===== config.mk =====
export PLATFORM = sky130hd
export DESIGN_NAME = mdc_bank
export DESIGN_NICKNAME = d
export VERILOG_FILES = /design/src/hw/mdc_pkg.sv /design/src/hw/mdc_cfg_word.sv /design/src/hw/mdc_bank.sv
export VERILOG_INCLUDE_DIRS = /design/src /design/src/hw
export SDC_FILE = /design/constraint.sdc
export NUM_CORES = 1
export LEC_CHECK = 0
export BUFFER_PORTS_ARGS = -buffer_cell sky130_fd_sc_hd__buf_4
export CAP_MARGIN = 10
export CELL_PAD_IN_SITES_DETAIL_PLACEMENT = 2
export CELL_PAD_IN_SITES_GLOBAL_PLACEMENT = 2
export CORE_ASPECT_RATIO = 1.25
export CORE_MARGIN = 5
export CORE_UTILIZATION = 35
export CTS_BUF_LIST = sky130_fd_sc_hd__clkbuf_8
export DETAILED_ROUTE_END_ITERATION = 6
export PLACE_DENSITY = 0.91
export SLEW_MARGIN = 25
export SYNTH_ARGS = -nofsm -noshare
export SYNTH_HDL_FRONTEND = slang
export SYNTH_SLANG_ARGS = --single-unit

===== constraint.sdc =====
create_clock -name clk -period 4.7 [get_ports clk]
set_clock_uncertainty 0.2 [all_clocks]
set_input_delay 0.705 -clock clk [delete_from_list [all_inputs] [get_ports clk]]
set_output_delay 0.705 -clock clk [all_outputs]
set_load 0.03 [all_outputs]

===== src/hw/mdc_defines.svh =====
// Offsets, field positions, reset values and timing constants of the drive configuration bank.
`ifndef MDC_DEFINES_SVH
`define MDC_DEFINES_SVH

`define MDC_ADDR_DRIVE_CFG      8'h95
`define MDC_ADDR_DETECT_CFG     8'h96
`define MDC_RESET_DRIVE_CFG     16'h0000
`define MDC_RESET_DETECT_CFG    16'h0000
`define MDC_DETECT_CFG_RSVD_BIT 7
`define MDC_DETECT_CFG_WMASK    16'hFF7F

`define MDC_CLK_MHZ             125
`define MDC_DEAD_STEP_NS        40
`define MDC_DEAD_STEP_CYC       ((`MDC_DEAD_STEP_NS * `MDC_CLK_MHZ) / 1000)
`define MDC_PWM_SLOW_KHZ        25
`define MDC_PWM_FAST_KHZ        50
`define MDC_PWM_SLOW_CYC        ((`MDC_CLK_MHZ * 1000) / `MDC_PWM_SLOW_KHZ)
`define MDC_PWM_FAST_CYC        ((`MDC_CLK_MHZ * 1000) / `MDC_PWM_FAST_KHZ)

`define MDC_THR_RANGE_BIT       4
`define MDC_THR_LO_STEP_MHZ     800
`define MDC_THR_HI_STEP_MHZ     12800

`define MDC_DUTY_FLOOR_LO_PM    50
`define MDC_DUTY_FLOOR_HI_PM    100
`define MDC_DUTY_CUTOFF_PM      15

`endif


===== src/hw/mdc_pkg.sv =====
// Types shared by the drive configuration bank.
`default_nettype none
package mdc_pkg;

    typedef struct packed {
        logic       speed_source_select;
        logic       output_frequency_select;
        logic [1:0] abnormal_constant_threshold;
        logic       inductive_surge_protect_enable;
        logic       mechanical_surge_protect_enable;
        logic       mechanical_surge_mode;
        logic       position_detect_release_mode;
        logic       closed_loop_disable;
        logic [2:0] closed_loop_acceleration;
        logic [1:0] minimum_duty_field;
        logic [1:0] phase_slew_control;
    } mdc_drive_cfg_s;

    typedef struct packed {
        logic [1:0] advance_angle;
        logic [3:0] position_detect_current_threshold;
        logic [1:0] sense_clock_select;
        logic       reserved;
        logic [1:0] control_loop_constant;
        logic [4:0] bridge_dead_time;
    } mdc_detect_cfg_s;

    typedef struct packed {
        logic        speed_from_pwm;
        logic [12:0] pwm_period_cycles;
        logic [1:0]  kt_high_x2;
        logic [1:0]  kt_low_x4;
        logic        inductive_surge_on;
        logic        mechanical_surge_on;
        logic        surge_to_fixed_24v;
        logic        release_to_hiz;
        logic        closed_loop_allowed;
        logic [2:0]  accel_code;
        logic        accel_immediate;
        logic [6:0]  duty_floor_permille;
        logic        low_cmd_full_duty;
        logic [1:0]  slew_rate_index;
    } mdc_drive_set_s;

    typedef struct packed {
        logic [6:0]  advance_degrees;
        logic        skip_position_detect;
        logic [4:0]  sense_current_x200ma;
        logic [1:0]  sense_rate_shift;
        logic [2:0]  loop_gain_quarters;
        logic [10:0] dead_time_cycles;
    } mdc_detect_set_s;

endpackage : mdc_pkg

`default_nettype wire


===== src/hw/mdc_cfg_word.sv =====
// One writable configuration word with per-bit write mask.
`timescale 1ns/100ps
`default_nettype none

module mdc_cfg_word #(
    parameter logic [15:0] RESET_VALUE = 16'h0000,
    parameter logic [15:0] WRITE_MASK  = 16'hFFFF
) (
    input  wire logic        clk,
    input  wire logic        reset_n,
    input  wire logic        wr_en,
    input  wire logic [15:0] wr_data,
    output logic      [15:0] word_r
);

    // Masked bits keep their reset value, so read-only bits can never be set.
    always_ff @(posedge clk)
    begin
        if (!reset_n)
            word_r <= RESET_VALUE;
        else if (wr_en)
            word_r <= (wr_data & WRITE_MASK) | (RESET_VALUE & ~WRITE_MASK);
    end

endmodule : mdc_cfg_word

`default_nettype wire


===== src/hw/mdc_bank.sv =====
// Drive configuration bank: two configuration words and their decoded settings.
//
// What this block does
// (RULE1) Speed source bit picks analog or pulse input.
// (RULE2) Frequency bit picks 25 or 50 kHz.
// (RULE3) Two-bit field sets lock-detect constant window.
// (RULE4) Inductive surge enable bit switches protection.
// (RULE5) Mechanical surge enable bit switches protection.
// (RULE6) Surge mode clamps to supply or 24 V.
// (RULE7) Release mode picks braking or high impedance.
// (RULE8) Closed-loop disable keeps drive in open loop.
// (RULE9) Acceleration field limits rate; zero is immediate.
// (RULE10) Duty floor is 5 or 10 percent.
// (RULE11) Commands below 1.5 percent give 0 or 100.
// (RULE12) Slew field selects four rising edge rates.
// (RULE13) Advance angle 30, 60, 90 or 120 degrees.
// (RULE14) Zero current threshold skips detection, aligns instead.
// (RULE15) Threshold code sets sense current in steps.
// (RULE16) Sense clock field doubles rate, halves resolution.
// (RULE17) Reserved bit 7 ignored and reads zero.
// (RULE18) Loop constant field sets gain in quarters.
// (RULE19) Dead time is code plus one times 40 ns.
// (RULE20) Both words reset to zero; second at 0x96.
// (RULE21) Closed-loop threshold speed from five-bit code.
// (RULE22) Settings take effect the cycle after write.
`timescale 1ns/100ps
`default_nettype none
`include "mdc_defines.svh"

module mdc_bank (
    input  wire logic                   clk,
    input  wire logic                   reset_n,
    input  wire logic                   reg_wr_en,
    input  wire logic                   reg_rd_en,
    input  wire logic [7:0]             reg_addr,
    input  wire logic [15:0]            reg_wr_data,
    input  wire logic [4:0]             open_to_closed_threshold,
    output logic      [15:0]            reg_rd_data,
    output logic                        reg_rd_valid,
    output mdc_pkg::mdc_drive_set_s     drive_set,
    output mdc_pkg::mdc_detect_set_s    detect_set,
    output logic      [17:0]            closed_loop_speed_mhz
);

    // ------------------------------------------------------------
    // Register storage
    // ------------------------------------------------------------

    logic [15:0]              drive_word;
    logic [15:0]              detect_word;
    mdc_pkg::mdc_drive_cfg_s  drive_cfg;
    mdc_pkg::mdc_detect_cfg_s detect_cfg;
    logic                     wr_drive;
    logic                     wr_detect;

    // Address decode; writes to any other address are dropped.
    assign wr_drive  = reg_wr_en && (reg_addr == `MDC_ADDR_DRIVE_CFG);
    assign wr_detect = reg_wr_en && (reg_addr == `MDC_ADDR_DETECT_CFG);

    // (RULE20) reset both words
    mdc_cfg_word #(
        .RESET_VALUE (`MDC_RESET_DRIVE_CFG),
        .WRITE_MASK  (16'hFFFF)
    ) u_drive_word (
        .clk     (clk),
        .reset_n (reset_n),
        .wr_en   (wr_drive),
        .wr_data (reg_wr_data),
        .word_r  (drive_word)
    );

    // (RULE17) reserved bit masked
    mdc_cfg_word #(
        .RESET_VALUE (`MDC_RESET_DETECT_CFG),
        .WRITE_MASK  (`MDC_DETECT_CFG_WMASK)
    ) u_detect_word (
        .clk     (clk),
        .reset_n (reset_n),
        .wr_en   (wr_detect),
        .wr_data (reg_wr_data),
        .word_r  (detect_word)
    );

    assign drive_cfg  = mdc_pkg::mdc_drive_cfg_s'(drive_word);
    assign detect_cfg = mdc_pkg::mdc_detect_cfg_s'(detect_word);

    // ------------------------------------------------------------
    // Read port
    // ------------------------------------------------------------

    // Reads answer one cycle later; unmapped addresses read as zero.
    always_ff @(posedge clk)
    begin
        if (!reset_n)
        begin
            reg_rd_data  <= 16'h0000;
            reg_rd_valid <= 1'b0;
        end
        else
        begin
            reg_rd_valid <= reg_rd_en;
            if (reg_rd_en)
            begin
                case (reg_addr)
                    `MDC_ADDR_DRIVE_CFG:  reg_rd_data <= drive_word;
                    `MDC_ADDR_DETECT_CFG: reg_rd_data <= detect_word;
                    default:              reg_rd_data <= 16'h0000;
                endcase
            end
        end
    end

    // ------------------------------------------------------------
    // Drive word decode
    // ------------------------------------------------------------

    mdc_pkg::mdc_drive_set_s drive_nxt;

    // Pure decode of the stored word; registered below.
    always_comb
    begin
        drive_nxt = '0;
        // (RULE1) speed source
        drive_nxt.speed_from_pwm = drive_cfg.speed_source_select;
        // (RULE2) bridge switching rate
        drive_nxt.pwm_period_cycles = drive_cfg.output_frequency_select ?
            13'(`MDC_PWM_FAST_CYC) : 13'(`MDC_PWM_SLOW_CYC);
        // (RULE3) lock window: high in halves, low in quarters
        drive_nxt.kt_high_x2 = drive_cfg.abnormal_constant_threshold[0] ? 2'h0 : 2'h3;
        drive_nxt.kt_low_x4  = drive_cfg.abnormal_constant_threshold[1] ? 2'h2 : 2'h3;
        // (RULE4) inductive surge protection
        drive_nxt.inductive_surge_on = drive_cfg.inductive_surge_protect_enable;
        // (RULE5) mechanical surge protection
        drive_nxt.mechanical_surge_on = drive_cfg.mechanical_surge_protect_enable;
        // (RULE6) clamp reference
        drive_nxt.surge_to_fixed_24v = drive_cfg.mechanical_surge_mode;
        // (RULE7) release behaviour
        drive_nxt.release_to_hiz = drive_cfg.position_detect_release_mode;
        // (RULE8) closed-loop transfer
        drive_nxt.closed_loop_allowed = ~drive_cfg.closed_loop_disable;
        // (RULE9) acceleration limit
        drive_nxt.accel_code      = drive_cfg.closed_loop_acceleration;
        drive_nxt.accel_immediate = (drive_cfg.closed_loop_acceleration == 3'h0);
        // (RULE10) duty floor
        drive_nxt.duty_floor_permille = drive_cfg.minimum_duty_field[0] ?
            7'(`MDC_DUTY_FLOOR_HI_PM) : 7'(`MDC_DUTY_FLOOR_LO_PM);
        // (RULE11) below-cutoff behaviour
        drive_nxt.low_cmd_full_duty = drive_cfg.minimum_duty_field[1];
        // (RULE12) slew index, 0 slowest
        drive_nxt.slew_rate_index = drive_cfg.phase_slew_control;
    end

    // A high-window value of 0 stands for 2x: four halves wrap to zero in two bits.
    // ------------------------------------------------------------
    // Detect word decode
    // ------------------------------------------------------------

    mdc_pkg::mdc_detect_set_s detect_nxt;

    // The reserved bit is never consulted here.
    always_comb
    begin
        detect_nxt = '0;
        // (RULE13) advance angle
        detect_nxt.advance_degrees = 7'(({5'h00, detect_cfg.advance_angle} + 7'h01) * 7'h1E);
        // (RULE14) align-and-go when zero
        detect_nxt.skip_position_detect = (detect_cfg.position_detect_current_threshold == 4'h0);
        // (RULE15) sense current in 0.2 A units
        if (detect_cfg.position_detect_current_threshold == 4'h0)
            detect_nxt.sense_current_x200ma = 5'h00;
        else if (detect_cfg.position_detect_current_threshold == 4'h1)
            detect_nxt.sense_current_x200ma = 5'h02;
        else
            detect_nxt.sense_current_x200ma = {1'b0, detect_cfg.position_detect_current_threshold} + 5'h01;
        // (RULE16) rate doubles per step
        detect_nxt.sense_rate_shift = detect_cfg.sense_clock_select;
        // (RULE18) gain in quarters
        detect_nxt.loop_gain_quarters = {1'b0, detect_cfg.control_loop_constant} + 3'h1;
        // (RULE19) dead time in clock cycles
        detect_nxt.dead_time_cycles = 11'(({6'h00, detect_cfg.bridge_dead_time} + 11'h001)
            * 11'(`MDC_DEAD_STEP_CYC));
    end

    // ------------------------------------------------------------
    // Threshold speed decode
    // ------------------------------------------------------------

    logic [17:0] speed_nxt;

    // (RULE21) two ranges of threshold speed
    always_comb
    begin
        if (open_to_closed_threshold[`MDC_THR_RANGE_BIT])
            speed_nxt = 18'(({14'h0000, open_to_closed_threshold[3:0]} + 18'h00001)
                * 18'(`MDC_THR_HI_STEP_MHZ));
        else
            speed_nxt = 18'({14'h0000, open_to_closed_threshold[3:0]} * 18'(`MDC_THR_LO_STEP_MHZ));
    end

    // ------------------------------------------------------------
    // Registered settings
    // ------------------------------------------------------------

    // (RULE22) settings follow write by one cycle
    always_ff @(posedge clk)
    begin
        if (!reset_n)
        begin
            drive_set             <= '0;
            detect_set            <= '0;
            closed_loop_speed_mhz <= 18'h00000;
        end
        else
        begin
            drive_set             <= drive_nxt;
            detect_set            <= detect_nxt;
            closed_loop_speed_mhz <= speed_nxt;
        end
    end

    // ------------------------------------------------------------
    // Checks
    // ------------------------------------------------------------

    property p_write_applies;
        @(posedge clk) disable iff (!reset_n)
        wr_drive |=> ##1 (drive_set.speed_from_pwm == $past(reg_wr_data[15], 2));
    endproperty
    a_write_applies: assert property (p_write_applies) else $error("speed source not applied"); // (RULE22)

    property p_rsvd_zero;
        @(posedge clk) disable iff (!reset_n)
        reg_rd_valid && ($past(reg_addr) == `MDC_ADDR_DETECT_CFG) |-> !reg_rd_data[7];
    endproperty
    a_rsvd_zero: assert property (p_rsvd_zero) else $error("reserved bit read as one"); // (RULE17)

    property p_freq;
        @(posedge clk) disable iff (!reset_n)
        reset_n |=> (drive_set.pwm_period_cycles == ($past(drive_word[14]) ? 13'd2500 : 13'd5000));
    endproperty
    a_freq: assert property (p_freq) else $error("pwm period wrong"); // (RULE2)

    property p_dead;
        @(posedge clk) disable iff (!reset_n)
        reset_n |=> (detect_set.dead_time_cycles == 11'(($past(detect_word[4:0]) + 6'd1) * 5));
    endproperty
    a_dead: assert property (p_dead) else $error("dead time wrong"); // (RULE19)

    property p_skip;
        @(posedge clk) disable iff (!reset_n)
        reset_n |=> (detect_set.skip_position_detect == ($past(detect_word[13:10]) == 4'h0));
    endproperty
    a_skip: assert property (p_skip) else $error("skip detect wrong"); // (RULE14)

    property p_closed;
        @(posedge clk) disable iff (!reset_n)
        reset_n |=> (drive_set.closed_loop_allowed != $past(drive_word[7]));
    endproperty
    a_closed: assert property (p_closed) else $error("closed-loop enable wrong"); // (RULE8)

    property p_advance;
        @(posedge clk) disable iff (!reset_n)
        reset_n |=> (detect_set.advance_degrees == 7'(($past(detect_word[15:14]) + 3'd1) * 30));
    endproperty
    a_advance: assert property (p_advance) else $error("advance angle wrong"); // (RULE13)

    property p_reset_zero;
        @(posedge clk)
        !reset_n |=> (drive_word == 16'h0000) && (detect_word == 16'h0000);
    endproperty
    a_reset_zero: assert property (p_reset_zero) else $error("words not zero after reset"); // (RULE20)

    property p_speed;
        @(posedge clk) disable iff (!reset_n)
        reset_n && !open_to_closed_threshold[4] |=>
            (closed_loop_speed_mhz == 18'($past(open_to_closed_threshold[3:0]) * 800));
    endproperty
    a_speed: assert property (p_speed) else $error("threshold speed wrong"); // (RULE21)

endmodule : mdc_bank

`default_nettype wire


==> out/metrics.cfg <==
[clock_tree]
cts_resized=0
htreeDepth=3
insertion_delay_ps=360
ctsHoldBuffers=0
postCtsSetupBuffers=0
path_clk_slew_ps=110
clock_sinks=106
clk_path_buf_depth=2
cts_tree=yes
cts-root-buf=clkbuf_8
cts_made_buffers=9

[synthesis]
synth.avg_cell_area_sq_um=10.0
synthArstFlopShare_pct=0
synth.distinct_cells=42
synthSimpleGateAreaFrac_pct=13.8
yosysSeqAreaShare_pct=46.1
ys_warn_count=0
synth_fa_ha_area_share_pct=11.5
synth_xor_area_share_pct=4.95
synth.area.mux_share_pct=7.86
synth_flop_cell=dfxtp_1
ys_ff_latch=106
synth_top_family_by_area=simple AND/OR/NAND/NOR gates
synth_edf_count=0
synth_area_sq_um=4600
synth-compound-area-share_pct=7.91
synthCells=459

[route]
vias=3517
drcViolationCount=0
drt_iter0_drc=65
ant_nets=0
routed_via_density=4.84
routedWlPerCell_um=18.1
routed_wirelength_um=13100
drt_pre_antenna_iters=4

[sta]
finalHoldViolCount=0
holdWs_ps=256
fin_tns_setup_ps=0
max_freq_mhz=325
setup_viol=0
slew-limit-headroom_pct=40.6
slew_viol_final=0
min_period_ps=3080
rsz0062_at_grt=false
tightest_slew_ps=889
fin_crit_sh_pct=65.4

[finish]
drive_gt1_share_pct=25.3
fill_cells=1416
nNetsFinal=625
antennaDiodeCount=0
postLayoutCellArea_sq_um=5660
area_growth_pct=23.0
layout_commonest_cell=buf_4
layout_common_cells=buf_4 (119), dfxtp_1 (106), nor2_1 (60)
fin_cells=726

[placement]
placedInstanceArea_sq_um=5450
hpwlAfterDp_um=9550
io_buffers=118
dp.cells=710
globalplace.congestion=0.780

[critical_path]
worst-path-buf-inv=0
worstPathMaxFanout=9
cpLargestDelayFamily=adder cells
required_ps=4730
path_cells=nand3_1 -> xnor2_1 -> ha_1 -> ha_1 -> fa_1 -> a21oi_1 -> a211oi_1 -> a221oi_1 -> nand4_1
crit_top_cell=ha_1
start_kind=register
cp-end-kind=register
critPathKind=reg2reg
critPathSlowestCell=dfxtp_1
critical_path.max_stage_delay_ps=530
cp.arrival_ps=3110

[power_and_ir_drop]
leakagePower_nw=2.81
ir_drop_mv=0.192
finalPower_mw=1.80
power_density_nw_per_um2=318

[floorplanning]
num_rows=46
io_pins=134
core_area_sq_um=12800
die_w_um=113
die_h_um=138
dieArea_sq_um=15600
initial_core_util_pct=36.0

[grt]
grt_overflow=0
grt_pass1_wl_um=21300
grt_usage_pct=16.8
grt_start_max_net_pins=52
first_global_vias=4030
antenna_found_initial=0

[job]
maxCapViolCount=0

[worst_hold_path]
hp-class=reg2reg

[outcome]
outcome=complete, no violations

[registers in the layout, summed over array words and instances, names as in the netlist]
name	count
detect_set	25
drive_set	20
reg_rd_data	16
u_drive_word.word_r	16
u_detect_word.word_r	15
closed_loop_speed_mhz	13
reg_rd_valid	1
[worst paths after layout]
path | startpoint | endpoint | slack (ps) | cells after the start
max | u_detect_word.word_r[2] | detect_set[7] | 1620 | 9
min reg2reg | u_drive_word.word_r[13] | drive_set[19] | 260 | 1
min | u_drive_word.word_r[13] | drive_set[19] | 260 | 1
max reg2reg | u_detect_word.word_r[2] | detect_set[7] | 1620 | 9
[report_power, final]
part           internal (mW)  switching (mW)  total [mW]  leakage (nW)
registers              0.922          0.0110       0.933         0.865
clock network          0.280           0.317       0.596         0.109
logic                  0.102           0.168       0.270          1.84
[cell usage after synthesis (all sizes together), types with 2 or more instances]
library cell,number,share of area (%)
a211oi,2,0.33
nand3,4,0.43
mux2i,35,7.6
a31oi,2,0.27
nor2b,5,0.68
fa,4,1.7
nor3,5,0.54
a21oi,21,2.3
conb,2,0.16
ha,35,9.5
nand2,9,0.73
and4,2,0.43
nor2,60,4.9
and3,5,0.68
xnor2,16,3.0
xor2,10,1.9
a22oi,15,2.4
a21o,2,0.33
nand4,5,0.95
o21ai,17,1.8
and2,24,3.3
buf,34,5.4
nand2b,2,0.27
dfxtp,106,46
inv,12,0.98
clkbuf,16,1.3
[per-layer routing]
metal	up-vias	part of all wire, %	track usage [%]
met5	-	0	0
met4	0	1.3	4.43
met3	11	4.8	3.93
met2	84	54	32.1
met1	1738	39	18.3
li1	1684	-	-
[cell families (layout without fill, tap and decap cells)]
| family | Yosys count | count (layout) |
|---|---|---|
| buf+inv | 62 | 147 |
| xor+xnor | 26 | 26 |
| mux | 36 | 36 |
| simple gates | 126 | 126 |
| compound gates | 61 | 61 |
| flops | 106 | 106 |
| other cells | 2 | 16 |
| fa+ha+maj | 40 | 40 |
[cell type report]
cell class	count	area (sq um)	area share (%)
clock buffers	11	151	2.67
clock inverters	5	61.3	1.08
inverters	12	45.0	0.796
multi-input cells	305	2180	38.5
flip-flops and latches	106	2120	37.5
well taps	168	210	3.71
repair buffers	119	893	15.8
[stage by stage]
stage / util [%] / setup slack (ps)
3_5_place_dp: 42.6 / 1320
3_3_place_gp: 42.6 / 1420
4_1_cts: 44.3 / 1610
5_1_grt: 44.3 / 1470
6_report: 44.3 / 1620
2_1_floorplan: - / 1670
Note: power is estimated with default switching activity, not from simulation.
